$ cat src/phymr_pkg.sv
/*
 * shared types and constants for the phy mac-side receive and control block.
 * assumes a 200 MHz system clock; all times are in ns.
 */
package phymr_pkg;

    // =====================================================
    // modes and speeds
    typedef enum logic [1:0] {PHYMR_MII, PHYMR_GMII, PHYMR_RGMII} phymr_mode_t;
    typedef enum logic [1:0] {PHYMR_S10, PHYMR_S100, PHYMR_S1000} phymr_speed_t;

    // =====================================================
    // widths and reset values
    localparam int          PHYMR_BYTE_W   = 8;
    localparam int          PHYMR_NIB_W    = 4;
    localparam int          PHYMR_DIV_W    = 8;
    localparam logic [7:0]  PHYMR_BYTE_RST = 8'h00;
    localparam logic [3:0]  PHYMR_NIB_ZERO = 4'h0;
    localparam logic [7:0]  PHYMR_DIV_ZERO = 8'h00;
    localparam logic [7:0]  PHYMR_DIV_ONE  = 8'h01;

    // =====================================================
    // timing
    localparam int PHYMR_MCLK_NS      = 5;
    localparam int PHYMR_CLK10_NS     = 400;
    localparam int PHYMR_CLK100_NS    = 40;
    localparam int PHYMR_CLK1000_NS   = 8;

    // half period in system cycles, rounded down, never below one
    function automatic int phymr_half_cyc(input int period_ns);
        int h;
        h = (period_ns / 2) / PHYMR_MCLK_NS;
        return (h < 1) ? 1 : h;
    endfunction

    localparam int PHYMR_HALF10   = phymr_half_cyc(PHYMR_CLK10_NS);
    localparam int PHYMR_HALF100  = phymr_half_cyc(PHYMR_CLK100_NS);
    localparam int PHYMR_HALF1000 = phymr_half_cyc(PHYMR_CLK1000_NS);

    // =====================================================
    // carriers
    typedef struct packed {
        logic       valid;
        logic       err;
        logic       carrier;
        logic [7:0] data;
    } phymr_rx_line_t;

    typedef struct packed {
        logic       en;
        logic       er;
        logic [7:0] data;
    } phymr_tx_word_t;

endpackage

$ cat src/phymr_top.sv
/*
 * phy side of the mac interface: receive data/valid/error, transmit enable
 * and control decode, collision and carrier sense, for mii, gmii and rgmii.
 * assumes line-side receive words and mode/speed/duplex straps on I_MCLK;
 * mac pins (gtx clock, transmit pins) are asynchronous and synchronised here.
 */
// Function
// - gmii drives rx data bits 4-7
// - rgmii tx control carries enable and error
// - rx valid marks valid mii/gmii data
// - rgmii rx control combines valid and error
// - rx error high on error, non-rgmii
// - rgmii leaves rx error pin unused
// - half duplex collision on simultaneous activity
// - full duplex keeps collision low
// - rgmii leaves collision unused
// - half duplex carrier sense on rx/tx
// - 10/100 full duplex sense on rx only
// - rgmii leaves carrier sense unused
// - receive clock rate follows link speed
// - mii tx clock driven at 2.5/25 MHz
`timescale 1ns/1ps
module phymr_top
    import phymr_pkg::*;
#(
    parameter int HALF10   = phymr_pkg::PHYMR_HALF10,
    parameter int HALF100  = phymr_pkg::PHYMR_HALF100,
    parameter int HALF1000 = phymr_pkg::PHYMR_HALF1000
)(
    // clock and reset
    input  wire logic                      I_MCLK,
    input  wire logic                      I_SYS_RST,
    // configuration
    input  wire phymr_pkg::phymr_mode_t    I_MODE,
    input  wire phymr_pkg::phymr_speed_t   I_SPEED,
    input  wire logic                      I_FULL_DUPLEX,
    // line side
    input  wire phymr_pkg::phymr_rx_line_t I_LINE_RX,
    output phymr_pkg::phymr_tx_word_t      O_TX,
    output logic                           O_TX_STROBE,
    // mac transmit pins
    input  wire logic                      I_GTX_CLK,
    input  wire logic                      I_TX_EN_CTRL,
    input  wire logic                      I_TX_ER,
    input  wire logic [7:0]                I_TXD,
    // mac receive pins
    output logic                           O_RX_CLK,
    output logic                           O_TX_CLK,
    output logic [7:0]                     O_RXD,
    output logic                           O_RX_DV_CTRL,
    output logic                           O_RX_ER,
    output logic                           O_COL,
    output logic                           O_CRS
);
    import phymr_pkg::*;

    // =====================================================
    // elaboration checks
    if (HALF10 < 1 || HALF100 < 1 || HALF1000 < 1 ||
        HALF10 > 255 || HALF100 > 255 || HALF1000 > 255)
    begin : g_bad_div
        $error("half period counts must lie in 1..255");
    end

    // =====================================================
    // clock divider
    logic [PHYMR_DIV_W-1:0] div_cnt_q;
    logic [PHYMR_DIV_W-1:0] div_cnt_d;
    logic [PHYMR_DIV_W-1:0] half_sel;
    logic                   clk_q;
    logic                   clk_d;
    logic                   rise_en;
    logic                   fall_en;

    always_comb
    begin
        case (I_SPEED)
            PHYMR_S10:   half_sel = PHYMR_DIV_W'(HALF10);
            PHYMR_S100:  half_sel = PHYMR_DIV_W'(HALF100);
            PHYMR_S1000: half_sel = PHYMR_DIV_W'(HALF1000);
            default:     half_sel = PHYMR_DIV_W'(HALF100);
        endcase
    end

    always_comb
    begin
        div_cnt_d = div_cnt_q + PHYMR_DIV_ONE;
        clk_d     = clk_q;
        rise_en   = 1'b0;
        fall_en   = 1'b0;
        if (div_cnt_q >= half_sel - PHYMR_DIV_ONE)
        begin
            div_cnt_d = PHYMR_DIV_ZERO;
            clk_d     = ~clk_q;
            rise_en   = ~clk_q;
            fall_en   = clk_q;
        end
    end

    always_ff @(posedge I_MCLK)
    begin
        if (I_SYS_RST)
        begin
            div_cnt_q <= PHYMR_DIV_ZERO;
            clk_q     <= 1'b0;
        end
        else
        begin
            div_cnt_q <= div_cnt_d;
            clk_q     <= clk_d;
        end
    end

    assign O_RX_CLK = clk_q;
    assign O_TX_CLK = (I_MODE == PHYMR_MII) ? clk_q : 1'b0;

    // =====================================================
    // receive path
    phymr_rx_line_t   hold_q;
    phymr_rx_line_t   hold_d;
    logic [7:0]       rxd_q;
    logic [7:0]       rxd_d;
    logic             dv_q;
    logic             dv_d;
    logic             er_q;
    logic             er_d;

    always_comb
    begin
        hold_d = hold_q;
        rxd_d  = rxd_q;
        dv_d   = dv_q;
        er_d   = er_q;
        case (I_MODE)
            PHYMR_MII:
            begin
                if (fall_en)
                begin
                    rxd_d = {PHYMR_NIB_ZERO, I_LINE_RX.data[3:0]};
                    dv_d  = I_LINE_RX.valid;
                    er_d  = I_LINE_RX.err;
                end
            end
            PHYMR_GMII:
            begin
                if (fall_en)
                begin
                    rxd_d = I_LINE_RX.data;
                    dv_d  = I_LINE_RX.valid;
                    er_d  = I_LINE_RX.err;
                end
            end
            PHYMR_RGMII:
            begin
                er_d = 1'b0;
                if (rise_en)
                begin
                    hold_d = I_LINE_RX;
                    rxd_d  = {PHYMR_NIB_ZERO, I_LINE_RX.data[3:0]};
                    dv_d   = I_LINE_RX.valid;
                end
                else if (fall_en)
                begin
                    rxd_d = {PHYMR_NIB_ZERO, hold_q.data[7:4]};
                    dv_d  = hold_q.valid ^ hold_q.err;
                end
            end
            default:
            begin
                rxd_d = PHYMR_BYTE_RST;
                dv_d  = 1'b0;
                er_d  = 1'b0;
            end
        endcase
    end

    always_ff @(posedge I_MCLK)
    begin
        if (I_SYS_RST)
        begin
            hold_q <= '0;
            rxd_q  <= PHYMR_BYTE_RST;
            dv_q   <= 1'b0;
            er_q   <= 1'b0;
        end
        else
        begin
            hold_q <= hold_d;
            rxd_q  <= rxd_d;
            dv_q   <= dv_d;
            er_q   <= er_d;
        end
    end

    assign O_RXD        = rxd_q;
    assign O_RX_DV_CTRL = dv_q;
    assign O_RX_ER      = er_q;

    // =====================================================
    // transmit pin synchronisers
    logic [2:0] gtx_s_q;
    logic [1:0] ctl_s_q;
    logic [1:0] ter_s_q;
    logic [7:0] txd_s1_q;
    logic [7:0] txd_s2_q;

    always_ff @(posedge I_MCLK)
    begin
        if (I_SYS_RST)
        begin
            gtx_s_q  <= 3'h0;
            ctl_s_q  <= 2'h0;
            ter_s_q  <= 2'h0;
            txd_s1_q <= PHYMR_BYTE_RST;
            txd_s2_q <= PHYMR_BYTE_RST;
        end
        else
        begin
            gtx_s_q  <= {gtx_s_q[1:0], I_GTX_CLK};
            ctl_s_q  <= {ctl_s_q[0], I_TX_EN_CTRL};
            ter_s_q  <= {ter_s_q[0], I_TX_ER};
            txd_s1_q <= I_TXD;
            txd_s2_q <= txd_s1_q;
        end
    end

    logic gtx_rise;
    logic gtx_fall;
    assign gtx_rise = gtx_s_q[1] & ~gtx_s_q[2];
    assign gtx_fall = ~gtx_s_q[1] & gtx_s_q[2];

    // =====================================================
    // transmit decode
    phymr_tx_word_t tx_q;
    phymr_tx_word_t tx_d;
    logic           stb_d;
    logic           stb_q;
    logic           first_en_q;
    logic           first_en_d;
    logic [3:0]     first_nib_q;
    logic [3:0]     first_nib_d;

    always_comb
    begin
        tx_d        = tx_q;
        stb_d       = 1'b0;
        first_en_d  = first_en_q;
        first_nib_d = first_nib_q;
        case (I_MODE)
            PHYMR_MII:
            begin
                if (fall_en)
                begin
                    tx_d.en   = ctl_s_q[1];
                    tx_d.er   = ter_s_q[1];
                    tx_d.data = {PHYMR_NIB_ZERO, txd_s2_q[3:0]};
                    stb_d     = 1'b1;
                end
            end
            PHYMR_GMII:
            begin
                if (gtx_rise)
                begin
                    tx_d.en   = ctl_s_q[1];
                    tx_d.er   = ter_s_q[1];
                    tx_d.data = txd_s2_q;
                    stb_d     = 1'b1;
                end
            end
            PHYMR_RGMII:
            begin
                if (gtx_rise)
                begin
                    first_en_d  = ctl_s_q[1];
                    first_nib_d = txd_s2_q[3:0];
                end
                else if (gtx_fall)
                begin
                    tx_d.en   = first_en_q;
                    tx_d.er   = first_en_q ^ ctl_s_q[1];
                    tx_d.data = {txd_s2_q[3:0], first_nib_q};
                    stb_d     = 1'b1;
                end
            end
            default:
            begin
                tx_d = '0;
            end
        endcase
    end

    always_ff @(posedge I_MCLK)
    begin
        if (I_SYS_RST)
        begin
            tx_q        <= '0;
            stb_q       <= 1'b0;
            first_en_q  <= 1'b0;
            first_nib_q <= PHYMR_NIB_ZERO;
        end
        else
        begin
            tx_q        <= tx_d;
            stb_q       <= stb_d;
            first_en_q  <= first_en_d;
            first_nib_q <= first_nib_d;
        end
    end

    assign O_TX        = tx_q;
    assign O_TX_STROBE = stb_q;

    // =====================================================
    // collision and carrier sense
    logic col_q;
    logic col_d;
    logic crs_q;
    logic crs_d;
    logic rx_act;
    logic tx_act;

    assign rx_act = I_LINE_RX.carrier;
    assign tx_act = tx_q.en;

    always_comb
    begin
        col_d = 1'b0;
        crs_d = 1'b0;
        if (I_MODE != PHYMR_RGMII)
        begin
            if (!I_FULL_DUPLEX)
            begin
                col_d = rx_act & tx_act;
                crs_d = rx_act | tx_act;
            end
            else if (I_SPEED != PHYMR_S1000)
            begin
                crs_d = rx_act;
            end
        end
    end

    always_ff @(posedge I_MCLK)
    begin
        if (I_SYS_RST)
        begin
            col_q <= 1'b0;
            crs_q <= 1'b0;
        end
        else
        begin
            col_q <= col_d;
            crs_q <= crs_d;
        end
    end

    assign O_COL = col_q;
    assign O_CRS = crs_q;

endmodule

$ cat config.mk
export PLATFORM = sky130hd
export DESIGN_NAME = phymr_top
export DESIGN_NICKNAME = d
export VERILOG_FILES = /design/src/phymr_pkg.sv /design/src/phymr_top.sv
export SDC_FILE = /design/constraint.sdc
export NUM_CORES = 1
export LEC_CHECK = 0
export ABC_AREA = 1
export BUFFER_PORTS_ARGS = -buffer_cell sky130_fd_sc_hd__buf_2
export CORE_MARGIN = 2
export CORE_UTILIZATION = 53
export CTS_CLUSTER_DIAMETER = 120
export DETAILED_ROUTE_END_ITERATION = 12
export PLACE_DENSITY = 0.77
export SKIP_LAST_GASP = 1
export SYNTH_ARGS = -nofsm -noshare
export SYNTH_HDL_FRONTEND = slang
export SYNTH_SLANG_ARGS = --single-unit
$ cat constraint.sdc
create_clock -name I_MCLK -period 3.9 [get_ports I_MCLK]
set_clock_uncertainty 0.05 [all_clocks]
set_input_delay 0.585 -clock I_MCLK [delete_from_list [all_inputs] [get_ports I_MCLK]]
set_output_delay 0.585 -clock I_MCLK [all_outputs]
set_load 0.02 [all_outputs]
Yosys cells after proc, flatten, opt, wreduce, memory -nomap -nowiden. Cells that the tools add are included.

Register bits after elaboration: 70. Input port bits: 29.

$add $sub $neg: 2. Magnitude comparators: 1. Equal/unequal tests: 12. Bitwise logic cells: 11. Multiplexer cells: 25. Reductions and logical operators: 12.

Operators with widths (number): $mux W10 (4); $mux W8 (4); $pmux W10 S3 (1); $pmux W8 S3 (1); $ne A2 B2 Y1 const B (7); $mux W1 (12); $pmux W6 S2 (1); $add A8 B1 Y8 const B (1); $ge A8 B8 Y1 (1); $reduce_or A2 Y1 (4); $sub A8 B1 Y8 const B (1); $reduce_and A2 Y1 (3); $not A1 Y1 (5); $eq A2 B2 Y1 const B (2); $logic_not A2 Y1 (2); $reduce_and A4 Y1 (1); $and A1 B1 Y1 (3); $ne A3 B3 Y1 const B (1); $pmux W1 S3 (1); $reduce_and A3 Y1 (1); $reduce_or A3 Y1 (1); $eq A2 B1 Y1 const B (1); $ne A2 B1 Y1 const B (1); $pmux W1 S2 (1); other kinds (2) (3).

Logic depth before layout (Yosys ltp).
Word-level depth: 8. Depth in mapped cells: 17. Depth with buffers taken out: 17.

Worst setup path after synthesis. OpenSTA, ideal clock, no wires.

Kind: input to register. Start: in I_SPEED[1]. End: reg rxd_q[0] (netlist: O_RXD[0]). Setup slack: 1683 ps. Setup time: 122 ps. Buffers on the path: 0. Arrival: 2046 ps. Data required time: 3728 ps. Stages: 8. Cell sequence: or2_2 ha_1 a211oi_4 nand2_4 o21ai_4 inv_4 o21ai_1 a21oi_1.

Word-level cells in the longest chain between the ends: 7. Elaborated cells on any way between the ends: 13. Classes of those cells: add/sub: 1; order compare: 1; eq/ne: 4; mux: 5; reduce/logical: 2.

RTL lines: from (decl) (line phymr_top.sv:35) `input wire phymr_pkg::phymr_speed_t I_SPEED,`; $eq A2 B2 Y1 or $logic_not A2 Y1 (tied branches) (line phymr_top.sv:77) `case (I_SPEED)`; $pmux W6 S2 (*) (line phymr_top.sv:77); $sub A8 B1 Y8 (*) (line phymr_top.sv:91) `if (div_cnt_q >= half_sel - PHYMR_DIV_ONE)`; $ge A8 B8 Y1 (*) (line phymr_top.sv:91); $mux W1 (line phymr_top.sv:91); $ne A3 B3 Y1 (no source line), or another cell as far along; $reduce_and A3 Y1 (no source line) or $pmux W8 S3 (tied branches); to (signal assigned) (line phymr_top.sv:189) `rxd_q <= rxd_d;`; to (decl) (line phymr_top.sv:121) `logic [7:0] rxd_q;`.

Every way passes the cells marked *; elsewhere a longest branch is shown, timed or not. A chain may end at the register's enable or synchronous reset.

Final worst setup path.
Start: in I_SPEED[1]. End: reg tx_q, in the netlist O_TX[6].

Word-level cells in the longest chain between the ends: 7. Elaborated cells on any way between the ends: 8. Classes of those cells: add/sub: 1; order compare: 1; eq/ne: 2; mux: 2; reduce/logical: 2.

RTL lines: $eq A2 B2 Y1 or $logic_not A2 Y1 (tied branches) (line phymr_top.sv:77); $pmux W6 S2 (*) (line phymr_top.sv:77); $sub A8 B1 Y8 (*) (line phymr_top.sv:91); $ge A8 B8 Y1 (*) (line phymr_top.sv:91); $mux W1 (*) (line phymr_top.sv:91); $ne A2 B2 Y1 (no source line) (*); $reduce_and A4 Y1 (no source line) (*); to (signal assigned) (line phymr_top.sv:303) `tx_q <= tx_d;`; to (decl) (line phymr_top.sv:234) `phymr_tx_word_t tx_q;`.

Marks and branches as above.

==> flow_summary.toml <==
[floorplan]
fp.dieArea_mm2 = 0.00572
ioPinCount = 54
core_mm2 = 0.00504
die_h_um = 75.6
die_x_um = 75.6
initial_core_util = 0.539
rows = 26

[setup_path]
crit_slowest_cell = "ha_1"
ff2ff_path_depth = 13
crit_top_cell = "nand2_2"
crit_chain = "buf_2 > or2_2 > ha_1 > nand2_1 > nor2_1 > nand2_2 > nand2_4 > nand2_2 > nand2_2 > nand2_2 > nand2_1 > a21oi_1"
r2r_end = "O_TX[6]$_SDFFE_PP0P_"
cp_max_fo = 11
start_kind = "input port"
cp-end-kind = "register"
crit_family = "simple AND/OR/NAND/NOR gates"
slowest_delay_ns = 0.33
crit_required_ns = 4.05
path_buf_inv = 1
arrival_ns = 2.34
worst-path-stages = 12
worstSetupPathType = "input port to register"
r2r-start = "div_cnt_q[0]$_SDFF_PP0_"
regToRegSetupSlack_ns = 1.92

[clocking]
clk_pin_slew_ns = 0.07
max-clock-path-buffers = 2
h-tree-depth = 3
cts_inserted_buffers = 9
cts_hold_buf = 0
clock-root-buffer = "clkbuf_8"
insertion_delay_ns = 0.34
ctsResizeCount = 0
clkSinkCount = 66
cts_tree = "built"
cts_setup_buffers = 0

[power]
sw_frac_of_total = 0.252
clock_power_share = 0.401
p_per_area_mw_per_mm2 = 450
comb_power_share = 0.105
pwr-share-seq = 0.494
p_leak_nw = 1.53
p_int_mw = 1.08
vdd.ir_drop.worst_mv = 0.263
p_sw_uw = 366

[logic_synthesis]
synth_cell_types = 35
synth-xor-area-share = 0.0129
synth_compound_area_frac = 0.146
ys_seq_area_frac = 0.486
synthAdderAreaFrac = 0.0322
synth_top_family_by_area = "simple AND/OR/NAND/NOR gates"
yosys_warnings = 0
synth_enable_flop_cells = 0
synth.area.mux_share = 0
syn-cell-area_mm2 = 0.00272
synth-simple-area-share = 0.216
async_reset_ff_frac = 0
synth-main-ff-cell = "dfxtp_1"
synthCells = 353
avgSynthCellArea_um2 = 7.70
synth-seq-cells = 66

[timing]
finalHoldViolCount = 0
finalCritPeriodShare = 0.560
fin_crit_ns = 2.19
tns_ns = 0
finalWorstSetupSlack_ns = 1.71
worst_pin_slew_ns = 0.697
finalSetupViolations = 0
timing.hold.ws_ns = 0.349
maxSlewViolCount = 0
max_freq_mhz = 458
rsz0062_at_grt = "false"
slew_headroom = 0.535

[cells_and_area]
final_cell_mix = "dfxtp_1 (66), nor2_1 (53), buf_2 (53)"
layout.nets = 443
filler_cell_count = 434
num_antenna_cells = 0
area_delta_synth_final_pct = 18.5
layout_commonest_cell = "dfxtp_1"
drive_above_1_share = 0.211

[hold_path]
hold_depth = 2
hp-class = "register to register"
hold-path-endpoint = "txd_s2_q[0]$_SDFF_PP0_"
min_from = "txd_s1_q[0]$_SDFF_PP0_"

[global_routing]
grtUsageTotal = 0.204
grt_max_degree = 43
grt_pass1_vias = 1936
grt_pass1_wl_um = 8510
overflow = 0
grt_antenna_before_repair = 0

[route]
drtIter0Drc = 116
via_count = 2253
wl_per_cell_um = 10.8
drc = 0
wl_um = 5200
ant_nets = 0
dr.pass1.iters = 4
viasPerCell = 4.67

[placed_design]
dpl.hpwl_um = 3710
place_congestion = 0.846
io_buffers = 53
place_ws_ns = 1.36

[flow_run]
maxCapViolations = 0

[status]
status = "completed"
per-layer routing:
layer	GRT usage	share of wire
met4	0.105	0.020
met3	0.0675	0.037
met2	0.306	0.46
met1	0.263	0.48
met5	0	0
through the flow:
step	power, mW	std cells	instance area (µm²)	utilization
5_1_grt	1.51	482	3220	0.639
3_3_place_gp	0.879	466	3020	0.598
4_1_cts	1.46	482	3220	0.639
2_1_floorplan	0.836	354	2720	-
3_5_place_dp	0.882	466	3020	0.598
6_report	1.45	482	3220	0.639
how the worst max path moves through the flow:
stage,from,endpoint,slack [ns]
6_report,I_SPEED[1],O_TX[6]$_SDFFE_PP0P_,1.71
5_1_grt,I_SPEED[1],O_TX[2]$_SDFFE_PP0P_,1.56
4_1_cts,I_SPEED[1],O_TX[6]$_SDFFE_PP0P_,1.71
3_5_place_dp,I_SPEED[1],O_TX[3]$_SDFFE_PP0P_,1.36
3_3_place_gp,I_SPEED[1],O_TX[7]$_SDFFE_PP0P_,1.40
2_1_floorplan,I_SPEED[1],O_RXD[0]$_SDFFE_PP0P_,1.68
state kept, by name, indices dropped and copies added (netlist names):
signal        count
O_TX_STROBE       1
txd_s2_q          8
tx_act            1
O_TX              9
O_RX_ER           1
first_en_q        1
O_RXD             8
gtx_s_q           3
first_nib_q       4
ter_s_q           2
ctl_s_q           2
O_CRS             1
div_cnt_q         8
O_RX_DV_CTRL      1
O_RX_CLK          1
hold_q            6
O_COL             1
txd_s1_q          8
cells by family (layout without fill, tap and decap cells):
| family | Yosys count | count (layout) |
|---|---|---|
| AND/OR/NAND/NOR | 134 | 134 |
| AO/OA/AOI/OAI | 71 | 71 |
| buffers and inverters | 69 | 127 |
| flip-flops | 66 | 66 |
| adder cells (fa/ha/maj) | 7 | 7 |
| XOR/XNOR | 4 | 4 |
| other | 2 | 3 |
layout make-up:
type | instances | area, µm² | share of cell area
sequential | 66 | 1320 | 0.410
multi-input combinational | 219 | 1120 | 0.347
timing repair buffer | 53 | 265 | 0.0824
inverter | 58 | 223 | 0.0692
clock buffer | 12 | 155 | 0.0482
tap | 70 | 87.6 | 0.0272
clock inverter | 4 | 50.0 | 0.0155
cell usage after synthesis, drive strengths merged, types with 3 or more instances:
master,number,area (µm²)
o21ai,32,171
ha,7,87.6
dfxtp,66,1320
nand3,17,85.1
nor2,55,225
nand2,54,230
a211oi,4,42.5
nor3,3,15.0
inv,57,219
xor2,3,26.3
a21oi,32,160
buf,6,40.0
clkbuf,5,18.8
power groups by stage:
stage / sequential [mW] / clock [mW] / combinational (mW)
finish: 0.716 / 0.581 / 0.152
global route: 0.719 / 0.624 / 0.172
CTS: 0.716 / 0.595 / 0.152
detailed placement: 0.731 / 0 / 0.152
global placement: 0.730 / 0 / 0.148
floorplan: 0.744 / 0 / 0.0923
worst reg2reg max path, cell delays in order (launching register included):
cell     delay (ns)
dfxtp_1        0.38
inv_1          0.06
ha_1           0.29
nand2_1        0.05
nor2_1         0.08
nor2_1         0.05
nand2_1        0.07
nand2_2        0.07
nand2_4        0.13
nand2_2        0.09
nand2_2        0.18
nand2_2        0.16
nand2_1        0.11
a21oi_1        0.06
Power figures use the tool's default switching activity.
